===== src/pkg/pkl_pkg.sv =====
// Package: constants, field layout and types of the panel key lock and dial step block
package pkl_pkg;

  // ----------------------------------------
  // Timing
  // ----------------------------------------
  localparam int unsigned CLK_HZ = 10_000_000;
  localparam int unsigned HOLD_TIME_MS = 2000;
  localparam int unsigned MSG_TIME_MS = 2000;
  localparam int unsigned HOLD_CYCLES = HOLD_TIME_MS * (CLK_HZ / 1000);
  localparam int unsigned MSG_CYCLES = MSG_TIME_MS * (CLK_HZ / 1000);
  localparam int unsigned CNT_W = 25;

  // ----------------------------------------
  // Register map (byte addresses)
  // ----------------------------------------
  localparam logic [7:0] CFG_OFS = 8'h00;
  localparam logic [7:0] STATUS_OFS = 8'h04;
  localparam logic [7:0] FREQ_OFS = 8'h08;

  // CFG fields
  localparam int unsigned LOCK_SEL_LSB = 0;
  localparam int unsigned STEP_SEL_LSB = 8;
  localparam int unsigned RUN_DIR_BIT = 12;
  localparam int unsigned SPEED_UNIT_BIT = 13;

  // STATUS fields
  localparam int unsigned ST_LOCKED_BIT = 0;
  localparam int unsigned ST_WARN_BIT = 1;
  localparam int unsigned ST_DISP_LSB = 2;

  // Key lock selection values
  localparam logic [7:0] LOCK_SEL_OFF = 8'h00;
  localparam logic [7:0] LOCK_SEL_AUTO = 8'h01;
  localparam logic [7:0] LOCK_SEL_LOCK = 8'h0A;
  localparam logic [7:0] LOCK_SEL_LOCK_AUTO = 8'h0B;

  // Dial step selection codes: 0 and 1 both 0.01 Hz, then 0.10, 1.00, 10.00 Hz
  localparam logic [2:0] STEP_SEL_OFF = 3'h0;
  localparam logic [2:0] STEP_SEL_MAX = 3'h4;
  localparam logic [15:0] STEP_DEFAULT = 16'h0001;

  // Frequency in 0.01 Hz units
  localparam logic [15:0] FREQ_MAX = 16'h2EE0;
  localparam logic [15:0] FREQ_RESET = 16'h0000;

  // Reset values and mode switch press count
  localparam logic [7:0] LOCK_SEL_RESET = LOCK_SEL_OFF;
  localparam logic [2:0] STEP_SEL_RESET = STEP_SEL_OFF;
  localparam logic RUN_DIR_RESET = 1'b0;
  localparam logic SPEED_UNIT_RESET = 1'b0;
  localparam logic [1:0] MS_PRESSES = 2'h3;

  typedef enum logic [1:0] {
    DISP_MONITOR,
    DISP_LOCK_MSG,
    DISP_FREQ_EDIT
  } pkl_disp_t;

  // Step per dial click in 0.01 Hz units
  function automatic logic [15:0] step_of(input logic [2:0] sel);
    logic [15:0] s;
    s = STEP_DEFAULT;
    unique case (sel)
      3'h2: s = 16'h000A;
      3'h3: s = 16'h0064;
      3'h4: s = 16'h03E8;
      default: s = STEP_DEFAULT;
    endcase
    return s;
  endfunction : step_of

  function automatic logic lock_capable(input logic [7:0] sel);
    return (sel == LOCK_SEL_LOCK) || (sel == LOCK_SEL_LOCK_AUTO);
  endfunction : lock_capable

  function automatic logic auto_set(input logic [7:0] sel);
    return (sel == LOCK_SEL_AUTO) || (sel == LOCK_SEL_LOCK_AUTO);
  endfunction : auto_set

endpackage : pkl_pkg


===== src/logic/pkl_dial_step.sv =====
// Saturating frequency step for one dial click
`timescale 1ns/10ps
module pkl_dial_step (
  // Current value and step choice
  input wire logic [15:0] i_value,
  input wire logic [2:0] i_step_sel,
  input wire logic i_up,
  input wire logic i_dn,
  // Next value
  output logic [15:0] o_next
);

  logic [15:0] step;
  logic [16:0] sum;

  always_comb begin
    step = pkl_pkg::step_of(i_step_sel);
    sum = {1'b0, i_value} + {1'b0, step};
    o_next = i_value;
    if (i_up && !i_dn) begin
      o_next = (sum > {1'b0, pkl_pkg::FREQ_MAX}) ? pkl_pkg::FREQ_MAX : sum[15:0];
    end else if (i_dn && !i_up) begin
      o_next = (i_value < step) ? 16'h0000 : i_value - step;
    end
  end

endmodule : pkl_dial_step


===== src/logic/pkl_hold_det.sv =====
// Mode key long-hold and short-press detector
`timescale 1ns/10ps
module pkl_hold_det #(
  parameter int unsigned HOLD_CYC = pkl_pkg::HOLD_CYCLES
) (
  // Clock and reset
  input wire logic i_clk_sys,
  input wire logic i_reset_n,
  // Key level
  input wire logic i_key,
  // Events
  output logic o_long,
  output logic o_short
);

  localparam logic [pkl_pkg::CNT_W-1:0] HOLD_LAST = pkl_pkg::CNT_W'(HOLD_CYC - 1);

  logic [pkl_pkg::CNT_W-1:0] cnt_q;
  logic fired_q;
  logic key_q;

  always_ff @(posedge i_clk_sys or negedge i_reset_n) begin
    if (!i_reset_n) begin
      key_q <= 1'b0;
    end else begin
      key_q <= i_key;
    end
  end

  always_ff @(posedge i_clk_sys or negedge i_reset_n) begin
    if (!i_reset_n) begin
      cnt_q <= '0;
      fired_q <= 1'b0;
      o_long <= 1'b0;
    end else begin
      o_long <= 1'b0;
      if (!i_key) begin
        cnt_q <= '0;
        fired_q <= 1'b0;
      end else if (!fired_q) begin
        if (cnt_q == HOLD_LAST) begin
          o_long <= 1'b1;
          fired_q <= 1'b1;
        end else begin
          cnt_q <= cnt_q + 1'b1;
        end
      end
    end
  end

  // Release before the hold threshold is a normal key action
  always_ff @(posedge i_clk_sys or negedge i_reset_n) begin
    if (!i_reset_n) begin
      o_short <= 1'b0;
    end else begin
      o_short <= key_q && !i_key && !fired_q && !o_long;
    end
  end

  a_short_not_long: assert property (@(posedge i_clk_sys) disable iff (!i_reset_n)
    fired_q |=> !o_short)
    else $error("short press reported after a long hold");

endmodule : pkl_hold_det


===== src/logic/pkl_panel.sv =====
// Operator panel input logic: key lock, dial step and run direction
`timescale 1ns/10ps
module pkl_panel #(
  parameter int unsigned HOLD_CYC = pkl_pkg::HOLD_CYCLES,
  parameter int unsigned MSG_CYC = pkl_pkg::MSG_CYCLES
) (
  // Clock and reset
  input wire logic i_clk_sys,
  input wire logic i_reset_n,
  // Register port
  input wire logic [7:0] i_addr,
  input wire logic [31:0] i_wr_data,
  input wire logic i_wr,
  input wire logic i_rd,
  output logic [31:0] o_rd_data,
  // Panel keys and dial
  input wire logic i_mode_key,
  input wire logic i_set_key,
  input wire logic i_run_key,
  input wire logic i_stop_key,
  input wire logic i_mode_switch_key,
  input wire logic i_dial_up,
  input wire logic i_dial_dn,
  // Drive context
  input wire logic i_edit_other,
  input wire logic i_op_mode_initial,
  input wire logic i_panel_stop_event,
  input wire logic [15:0] i_monitor_value,
  // Commands to the drive
  output logic o_run_fwd,
  output logic o_run_rev,
  output logic o_stop_cmd,
  output logic o_mode_action,
  output logic o_param_up,
  output logic o_param_dn,
  output logic [15:0] o_freq_cmd,
  output logic o_freq_store,
  // Display and state
  output logic o_locked,
  output logic o_panel_stop_warning,
  output logic o_disp_lock_msg,
  output logic o_disp_freq_edit,
  output logic [15:0] o_disp_value,
  output logic o_speed_units
);

  // ----------------------------------------
  // Configuration registers
  // ----------------------------------------
  logic [7:0] key_lock_select_q;
  logic [2:0] dial_step_select_q;
  logic run_direction_select_q;
  logic speed_unit_select_q;
  logic wr_cfg;
  logic [7:0] wr_lock;
  logic [2:0] wr_step;

  assign wr_cfg = i_wr && (i_addr == pkl_pkg::CFG_OFS);
  assign wr_lock = i_wr_data[pkl_pkg::LOCK_SEL_LSB +: 8];
  assign wr_step = i_wr_data[pkl_pkg::STEP_SEL_LSB +: 3];

  always_ff @(posedge i_clk_sys or negedge i_reset_n) begin
    if (!i_reset_n) begin
      key_lock_select_q <= pkl_pkg::LOCK_SEL_RESET;
      dial_step_select_q <= pkl_pkg::STEP_SEL_RESET;
      run_direction_select_q <= pkl_pkg::RUN_DIR_RESET;
      speed_unit_select_q <= pkl_pkg::SPEED_UNIT_RESET;
    end else if (wr_cfg) begin
      // Out-of-range selections keep the old value
      if (wr_lock == pkl_pkg::LOCK_SEL_OFF || pkl_pkg::auto_set(wr_lock) ||
          pkl_pkg::lock_capable(wr_lock)) begin
        key_lock_select_q <= wr_lock;
      end
      if (wr_step <= pkl_pkg::STEP_SEL_MAX) begin
        dial_step_select_q <= wr_step;
      end
      run_direction_select_q <= i_wr_data[pkl_pkg::RUN_DIR_BIT];
      speed_unit_select_q <= i_wr_data[pkl_pkg::SPEED_UNIT_BIT];
    end
  end

  // ----------------------------------------
  // Mode key hold and lock state
  // ----------------------------------------
  logic hold_long;
  logic hold_short;
  logic locked_q;
  logic capable;

  pkl_hold_det #(
    .HOLD_CYC(HOLD_CYC)
  ) u_hold (
    .i_clk_sys(i_clk_sys),
    .i_reset_n(i_reset_n),
    .i_key(i_mode_key),
    .o_long(hold_long),
    .o_short(hold_short)
  );

  assign capable = pkl_pkg::lock_capable(key_lock_select_q);

  always_ff @(posedge i_clk_sys or negedge i_reset_n) begin
    if (!i_reset_n) begin
      locked_q <= 1'b0;
    end else if (!capable) begin
      locked_q <= 1'b0;
    end else if (hold_long) begin
      locked_q <= !locked_q;
    end
  end

  // ----------------------------------------
  // Display selection and message timer
  // ----------------------------------------
  localparam logic [pkl_pkg::CNT_W-1:0] MSG_LAST = pkl_pkg::CNT_W'(MSG_CYC - 1);
  pkl_pkg::pkl_disp_t disp_q;
  logic [pkl_pkg::CNT_W-1:0] msg_cnt_q;
  logic attempt;
  logic dial_any;
  logic unlocked_freq_dial;

  assign dial_any = i_dial_up || i_dial_dn;
  assign attempt = locked_q && (dial_any || i_set_key || i_run_key || i_mode_switch_key ||
                                hold_short);
  assign unlocked_freq_dial = !locked_q && dial_any && !i_edit_other;

  always_ff @(posedge i_clk_sys or negedge i_reset_n) begin
    if (!i_reset_n) begin
      msg_cnt_q <= '0;
    end else if (attempt || (hold_long && capable)) begin
      msg_cnt_q <= '0;
    end else if (disp_q == pkl_pkg::DISP_LOCK_MSG && msg_cnt_q != MSG_LAST) begin
      msg_cnt_q <= msg_cnt_q + 1'b1;
    end
  end

  always_ff @(posedge i_clk_sys or negedge i_reset_n) begin
    if (!i_reset_n) begin
      disp_q <= pkl_pkg::DISP_MONITOR;
    end else if (hold_long && capable) begin
      disp_q <= locked_q ? pkl_pkg::DISP_MONITOR : pkl_pkg::DISP_LOCK_MSG;
    end else if (attempt) begin
      disp_q <= pkl_pkg::DISP_LOCK_MSG;
    end else begin
      unique case (disp_q)
        pkl_pkg::DISP_LOCK_MSG: begin
          if (msg_cnt_q == MSG_LAST || !locked_q) begin
            disp_q <= pkl_pkg::DISP_MONITOR;
          end
        end
        pkl_pkg::DISP_FREQ_EDIT: begin
          if (i_set_key || pkl_pkg::auto_set(key_lock_select_q)) begin
            disp_q <= unlocked_freq_dial ? pkl_pkg::DISP_FREQ_EDIT : pkl_pkg::DISP_MONITOR;
          end
        end
        pkl_pkg::DISP_MONITOR: begin
          if (unlocked_freq_dial && !pkl_pkg::auto_set(key_lock_select_q)) begin
            disp_q <= pkl_pkg::DISP_FREQ_EDIT;
          end
        end
        default: disp_q <= pkl_pkg::DISP_MONITOR;
      endcase
    end
  end

  // ----------------------------------------
  // Frequency setting by dial
  // ----------------------------------------
  logic [15:0] pend_q;
  logic [15:0] pend_next;
  logic auto_mode;

  assign auto_mode = pkl_pkg::auto_set(key_lock_select_q);

  pkl_dial_step u_step (
    .i_value(pend_q),
    .i_step_sel(dial_step_select_q),
    .i_up(i_dial_up),
    .i_dn(i_dial_dn),
    .o_next(pend_next)
  );

  always_ff @(posedge i_clk_sys or negedge i_reset_n) begin
    if (!i_reset_n) begin
      pend_q <= pkl_pkg::FREQ_RESET;
    end else if (unlocked_freq_dial) begin
      pend_q <= pend_next;
    end else if (disp_q == pkl_pkg::DISP_MONITOR && !auto_mode) begin
      pend_q <= o_freq_cmd;
    end
  end

  always_ff @(posedge i_clk_sys or negedge i_reset_n) begin
    if (!i_reset_n) begin
      o_freq_cmd <= pkl_pkg::FREQ_RESET;
      o_freq_store <= 1'b0;
    end else begin
      o_freq_store <= 1'b0;
      if (auto_mode && unlocked_freq_dial) begin
        o_freq_cmd <= pend_next;
        o_freq_store <= 1'b1;
      end else if (!auto_mode && !locked_q && i_set_key &&
                   disp_q == pkl_pkg::DISP_FREQ_EDIT) begin
        o_freq_cmd <= pend_q;
        o_freq_store <= 1'b1;
      end
    end
  end

  // Other frequency settings always move by the default step via the parameter editor
  always_ff @(posedge i_clk_sys or negedge i_reset_n) begin
    if (!i_reset_n) begin
      o_param_up <= 1'b0;
      o_param_dn <= 1'b0;
    end else begin
      o_param_up <= !locked_q && i_edit_other && i_dial_up && !i_dial_dn;
      o_param_dn <= !locked_q && i_edit_other && i_dial_dn && !i_dial_up;
    end
  end

  // ----------------------------------------
  // Run, stop and mode commands
  // ----------------------------------------
  always_ff @(posedge i_clk_sys or negedge i_reset_n) begin
    if (!i_reset_n) begin
      o_run_fwd <= 1'b0;
      o_run_rev <= 1'b0;
      o_stop_cmd <= 1'b0;
      o_mode_action <= 1'b0;
    end else begin
      o_run_fwd <= i_run_key && !locked_q && !run_direction_select_q;
      o_run_rev <= i_run_key && !locked_q && run_direction_select_q;
      o_stop_cmd <= i_stop_key;
      o_mode_action <= hold_short && !locked_q;
    end
  end

  // ----------------------------------------
  // Panel-stop warning
  // ----------------------------------------
  logic warn_q;
  logic [1:0] ms_cnt_q;
  logic clear_ok;

  assign clear_ok = !locked_q && i_op_mode_initial;

  always_ff @(posedge i_clk_sys or negedge i_reset_n) begin
    if (!i_reset_n) begin
      ms_cnt_q <= '0;
    end else if (!warn_q || !clear_ok) begin
      ms_cnt_q <= '0;
    end else if (i_mode_switch_key) begin
      ms_cnt_q <= (ms_cnt_q == pkl_pkg::MS_PRESSES - 2'h1) ? 2'h0 : ms_cnt_q + 2'h1;
    end
  end

  always_ff @(posedge i_clk_sys or negedge i_reset_n) begin
    if (!i_reset_n) begin
      warn_q <= 1'b0;
    end else if (i_panel_stop_event) begin
      warn_q <= 1'b1;
    end else if (clear_ok && i_mode_switch_key &&
                 ms_cnt_q == pkl_pkg::MS_PRESSES - 2'h1) begin
      warn_q <= 1'b0;
    end
  end

  // ----------------------------------------
  // Outputs and register reads
  // ----------------------------------------
  assign o_locked = locked_q;
  assign o_panel_stop_warning = warn_q;
  assign o_disp_lock_msg = (disp_q == pkl_pkg::DISP_LOCK_MSG);
  assign o_disp_freq_edit = (disp_q == pkl_pkg::DISP_FREQ_EDIT);
  assign o_speed_units = speed_unit_select_q;

  // Display shows monitor or frequency, never the step
  always_ff @(posedge i_clk_sys or negedge i_reset_n) begin
    if (!i_reset_n) begin
      o_disp_value <= '0;
    end else begin
      o_disp_value <= (disp_q == pkl_pkg::DISP_FREQ_EDIT) ? pend_q : i_monitor_value;
    end
  end

  always_ff @(posedge i_clk_sys or negedge i_reset_n) begin
    if (!i_reset_n) begin
      o_rd_data <= '0;
    end else begin
      o_rd_data <= '0;
      if (i_rd) begin
        unique case (i_addr)
          pkl_pkg::CFG_OFS: begin
            o_rd_data[pkl_pkg::LOCK_SEL_LSB +: 8] <= key_lock_select_q;
            o_rd_data[pkl_pkg::STEP_SEL_LSB +: 3] <= dial_step_select_q;
            o_rd_data[pkl_pkg::RUN_DIR_BIT] <= run_direction_select_q;
            o_rd_data[pkl_pkg::SPEED_UNIT_BIT] <= speed_unit_select_q;
          end
          pkl_pkg::STATUS_OFS: begin
            o_rd_data[pkl_pkg::ST_LOCKED_BIT] <= locked_q;
            o_rd_data[pkl_pkg::ST_WARN_BIT] <= warn_q;
            o_rd_data[pkl_pkg::ST_DISP_LSB +: 2] <= disp_q;
          end
          pkl_pkg::FREQ_OFS: begin
            o_rd_data[15:0] <= o_freq_cmd;
          end
          default: o_rd_data <= '0;
        endcase
      end
    end
  end

  // ----------------------------------------
  // Assertions
  // ----------------------------------------
  a_lock_toggle: assert property (@(posedge i_clk_sys) disable iff (!i_reset_n)
    hold_long && capable && !wr_cfg |=> locked_q != $past(locked_q))
    else $error("lock did not toggle on long hold");

  a_lock_msg_on: assert property (@(posedge i_clk_sys) disable iff (!i_reset_n)
    hold_long && capable && !locked_q && !wr_cfg |=> locked_q ##0 o_disp_lock_msg)
    else $error("lock message missing after locking");

  a_attempt_msg: assert property (@(posedge i_clk_sys) disable iff (!i_reset_n)
    attempt && !hold_long |=> o_disp_lock_msg && msg_cnt_q == '0)
    else $error("attempt while locked did not show lock message");

  a_lock_refused: assert property (@(posedge i_clk_sys) disable iff (!i_reset_n)
    !capable && !wr_cfg |=> !locked_q)
    else $error("lock engaged without lock-capable selection");

  a_stop_live: assert property (@(posedge i_clk_sys) disable iff (!i_reset_n)
    i_stop_key |=> o_stop_cmd)
    else $error("stop key not honoured");

  a_run_dir: assert property (@(posedge i_clk_sys) disable iff (!i_reset_n)
    i_run_key && !locked_q |=> (o_run_rev == $past(run_direction_select_q)) &&
                               (o_run_fwd == !$past(run_direction_select_q)))
    else $error("run direction wrong");

  a_locked_no_run: assert property (@(posedge i_clk_sys) disable iff (!i_reset_n)
    locked_q |=> !o_run_fwd && !o_run_rev && !o_param_up && !o_param_dn)
    else $error("command issued while locked");

  a_warn_kept: assert property (@(posedge i_clk_sys) disable iff (!i_reset_n)
    locked_q && warn_q |=> warn_q)
    else $error("warning cleared while locked");

  a_dial_step: assert property (@(posedge i_clk_sys) disable iff (!i_reset_n)
    unlocked_freq_dial && i_dial_up && !i_dial_dn &&
    pend_q <= pkl_pkg::FREQ_MAX - pkl_pkg::step_of(dial_step_select_q)
    |=> pend_q == $past(pend_q) + pkl_pkg::step_of($past(dial_step_select_q)))
    else $error("dial step size wrong");

  a_auto_store: assert property (@(posedge i_clk_sys) disable iff (!i_reset_n)
    auto_mode && unlocked_freq_dial |=> o_freq_store && o_freq_cmd == pend_q)
    else $error("automatic frequency setting did not store");

  a_warn_clear: assert property (@(posedge i_clk_sys) disable iff (!i_reset_n)
    clear_ok && warn_q && !i_panel_stop_event && i_mode_switch_key && ms_cnt_q == 2'h2
    |=> !warn_q)
    else $error("third mode switch press did not clear warning");

  c_lock: cover property (@(posedge i_clk_sys) disable iff (!i_reset_n)
    !locked_q ##1 locked_q);
  c_unlock: cover property (@(posedge i_clk_sys) disable iff (!i_reset_n)
    locked_q ##1 !locked_q);
  c_msg_return: cover property (@(posedge i_clk_sys) disable iff (!i_reset_n)
    o_disp_lock_msg ##1 !o_disp_lock_msg && locked_q);
  c_warn_clear: cover property (@(posedge i_clk_sys) disable iff (!i_reset_n)
    warn_q ##1 !warn_q);

endmodule : pkl_panel


===== config.mk =====
export PLATFORM = sky130hd
export DESIGN_NAME = pkl_panel
export DESIGN_NICKNAME = d
export VERILOG_FILES = /design/src/pkg/pkl_pkg.sv /design/src/logic/pkl_dial_step.sv /design/src/logic/pkl_hold_det.sv /design/src/logic/pkl_panel.sv
export SDC_FILE = /design/constraint.sdc
export NUM_CORES = 1
export LEC_CHECK = 0
export BUFFER_PORTS_ARGS = -buffer_cell sky130_fd_sc_hd__buf_2
export CAP_MARGIN = 20
export CORE_UTILIZATION = 61
export DETAILED_ROUTE_END_ITERATION = 8
export GPL_TIMING_DRIVEN = 1
export PLACE_DENSITY = 0.82
export SYNTH_ARGS = -nofsm -noshare
export SYNTH_HDL_FRONTEND = slang
export SYNTH_SLANG_ARGS = --single-unit

===== constraint.sdc =====
create_clock -name i_clk_sys -period 5.9 [get_ports i_clk_sys]
set_input_delay 0.295 -clock i_clk_sys [delete_from_list [all_inputs] [get_ports i_clk_sys]]
set_output_delay 0.295 -clock i_clk_sys [all_outputs]
set_load 0.005 [all_outputs]

==> flow_metrics.tcl <==
set metrics [dict create \
    drv_slew 0 \
    drtPass1Iterations 5 \
    cp_slowest_stage_delay_ns 0.42 \
    synth_edf_count 0 \
    cts_num_sinks 144 \
    wl_met1_um 8630 \
    slew_headroom_pct 35.8 \
    ant_nets 0 \
    cts_inserted_buffers 17 \
    die_y_um 119 \
    grt_pass1_vias 6740 \
    grtUsageTotal_pct 30.3 \
    crit_buf_inv 2 \
    finalClockSkew_ns 0.00370 \
    htree_num_levels 4 \
    cts.reportedPaths.clkPinSlew_ns 0.06 \
    hp-class "in -> reg" \
    highest_layer "met5" \
    dpl.cell_count 1130 \
    critical_path_class "reg -> reg" \
    antenna_found_initial 1 \
    fill_cells 966 \
    yosys_warnings 0 \
    place_congestion 0.919 \
    cap_violations 0 \
    max_freq_mhz 236 \
    root_buffer "clkbuf_16" \
    cp-start-kind "register" \
    ys_seq_elements 144 \
    cts_tree "yes" \
    power_density_nw_per_um2 382 \
    drive_gt1_share_pct 19.3 \
    wl_met2_um 9600 \
    numPortBuffers 110 \
    worst-path-max-fanout 7 \
    ys_types 78 \
    die_w_um 119 \
    cts_resized 0 \
    yosys.area.top_type_share_pct 43.1 \
    clock_latency_ns 0.42 \
    wl_per_cell_um 17.5 \
    outcome "completed" \
    synth-async-reset-ratio_pct 100 \
    synth_area_per_cell_um2 9.49 \
    vias_per_cell 6.09 \
    setup_viol 0 \
    grt_max_degree 79 \
    synth_area_leaders "dfrtp_1 43%, mux2i_1 5.1%, nor2_1 4.6%, ha_1 3.1%, xor2_1 3.0%" \
    cts.path.max_buffers 2 \
    wl_um 20400 \
    fin_total_pwr_w 0.00369 \
    synthCells 881 \
    overflow 0 \
    num_rows 42 \
    ys_seq_area_share_pct 43.1 \
    rsz0062_at_grt "no" \
    drc 0 \
    cp_top_family "compound AO/OA/AOI/OAI gates" \
    ios 146 \
    crit_required_ns 6.17 \
    core-area_um2 13300 \
    final_cells 1164 \
    num_vias 7084 \
    antenna_cells 0 \
    reg2reg_setup_slack_ns 1.67 \
    hold_viol_final 0 \
    yosys_most_used_dff "dfrtp_1" \
    ir_worst_vdd_mv 0.204 \
    worstPathArrival_ns 4.50 \
    areaGrowthSynthToFinish_pct 15.6 \
    drt_first_iter_violations 490 \
    die_area_um2 14200 \
    synth_top_cell_by_area "dfrtp_1" \
    dp_hpwl_um 13900 \
    tightest_slew_ns 0.959 \
    period_share_pct 71.7 \
    path_cells "nor2_1, nand2_1, inv_1, nor2_1, ha_1, inv_1, fa_1, o21ba_2, o31a_1, xnor2_1, o31ai_1, o31ai_1, a41oi_2, o2111ai_1, a21boi_1, o21ai_0" \
    min_period_ns 4.23 \
    syn_area_um2 8360 \
    p_leak_nw 4.54 \
    end_kind "register" \
    start_util_pct 62.9 \
    grt_pass1_wl_um 33500 \
    tns_ns 0 \
    slowest_stage "o31ai_1" \
    met3_length_um 1690 \
    layout.nets 1069 \
]
## synth_stat cells (all sizes together) (11+ instances only)
cell,instances
dfrtp,144
nor2,104
nand2,68
o21ai,48
mux2i,43
a21oi,40
clkbuf,30
nand3,29
xor2,29
buf,27
xnor2,27
inv,23
nor2b,22
or3,22
ha,21
mux2,19
nand2b,15
and3,14
nor3,13
nand4,12
a211oi,11
## routing by layer
metal / vias to the layer above / global-route usage (%)
met3: 40 / 7.33
met2: 320 / 48.5
li1: 3289 / -
met1: 3433 / 39.5
met4: 2 / 12.1
met5: - / 0
## per-stage QoR
stage               setup WS (ns)  hold WS (ns)  area [um^2]  utilization, %
finish                       1.67        0.0603         9660            72.6
global route                 1.37        0.0767         9660            72.6
CTS                          1.78        0.0511         9630            72.4
detailed placement           1.82         0.324         8950            67.3
global placement             1.86         0.325         8950            67.3
floorplan                    2.53     -0.000591         8410               -
## worst paths after layout
| kind | from | endpoint | cells after the start |
|---|---|---|---|
| worst max-delay path | dial_step_select_q[1] | o_freq_cmd[4] | 16 |
| worst min-delay path | i_panel_stop_event | o_panel_stop_warning | 2 |
| worst max register to register | dial_step_select_q[1] | o_freq_cmd[4] | 16 |
| worst min register to register | u_hold.fired_q | u_hold.o_long | 1 |
| max in group asynchronous | i_reset_n | o_freq_cmd[5] | 3 |
| min in group asynchronous | i_reset_n | msg_cnt_q[16] | 2 |
## placed cells by master (no fill, tap or decap), types with 7 or more instances in the layout
master / netlist / layout
conb_1: 1 / 16
ha_1: 21 / 21
nand4_1: 11 / 11
nand2b_1: 15 / 15
nand2_1: 67 / 67
o21ai_0: 41 / 41
o211ai_1: 9 / 9
a211oi_1: 10 / 10
nor3_1: 11 / 10
buf_2: 8 / 109
xnor2_1: 27 / 27
nand3_1: 29 / 29
a21oi_1: 40 / 40
nor4_1: 7 / 7
mux2i_1: 43 / 43
clkbuf_16: 0 / 17
and3_1: 14 / 14
mux2_2: 19 / 19
or3_1: 22 / 22
inv_1: 23 / 23
nor2_1: 103 / 103
xor2_1: 29 / 29
a22oi_1: 9 / 9
o21a_1: 9 / 9
dfrtp_1: 144 / 144
nor2b_1: 22 / 22
## cells by family after synthesis
logic type / count (synthesis) / share of synthesized area [%]
AO/OA/AOI/OAI: 179 / 14.6
XOR/XNOR: 56 / 5.87
adder cells (fa/ha/maj): 23 / 3.62
buffers and inverters: 80 / 4.48
flip-flops: 144 / 43.1
multiplexers: 62 / 7.71
other: 1 / 0.0449
AND/OR/NAND/NOR: 336 / 20.6
## timing repair
item                                    4_1_cts  5_1_grt
buffers inserted                              0        0
endpoints found under the setup margin        0        0
hold buffers                                  2        0
hold endpoints to repair                     67        0
## flip-flops by register name, indices dropped and copies added (netlist names), 2 cells and up
signal / cells
o_disp_value: 16
o_rd_data: 16
u_hold.cnt_q: 25
dial_step_select_q: 3
ms_cnt_q: 2
msg_cnt_q: 25
o_freq_cmd: 16
disp_q: 2
pend_q: 16
key_lock_select_q: 8
## power breakdown
| group | internal, W | total [W] | leakage, nW | switching [W] |
|---|---|---|---|---|
| logic | 0.000490 | 0.00116 | 2.30 | 0.000668 |
| registers | 0.00112 | 0.00133 | 1.92 | 0.000205 |
| clock network | 0.000800 | 0.00120 | 0.320 | 0.000404 |
| total | 0.00241 | 0.00369 | 4.54 | 0.00128 |
## final cells by class
| type | count | area (um^2) | area share [%] |
|---|---|---|---|
| multi-input cells | 672 | 4450 | 46.1 |
| flip-flops and latches | 144 | 3600 | 37.3 |
| repair buffers | 118 | 642 | 6.65 |
| clock buffers | 20 | 447 | 4.62 |
| well taps | 176 | 220 | 2.28 |
| clock inverters | 11 | 211 | 2.19 |
| inverters | 23 | 86.3 | 0.894 |
No activity file was read; power rests on OpenSTA's default activity.
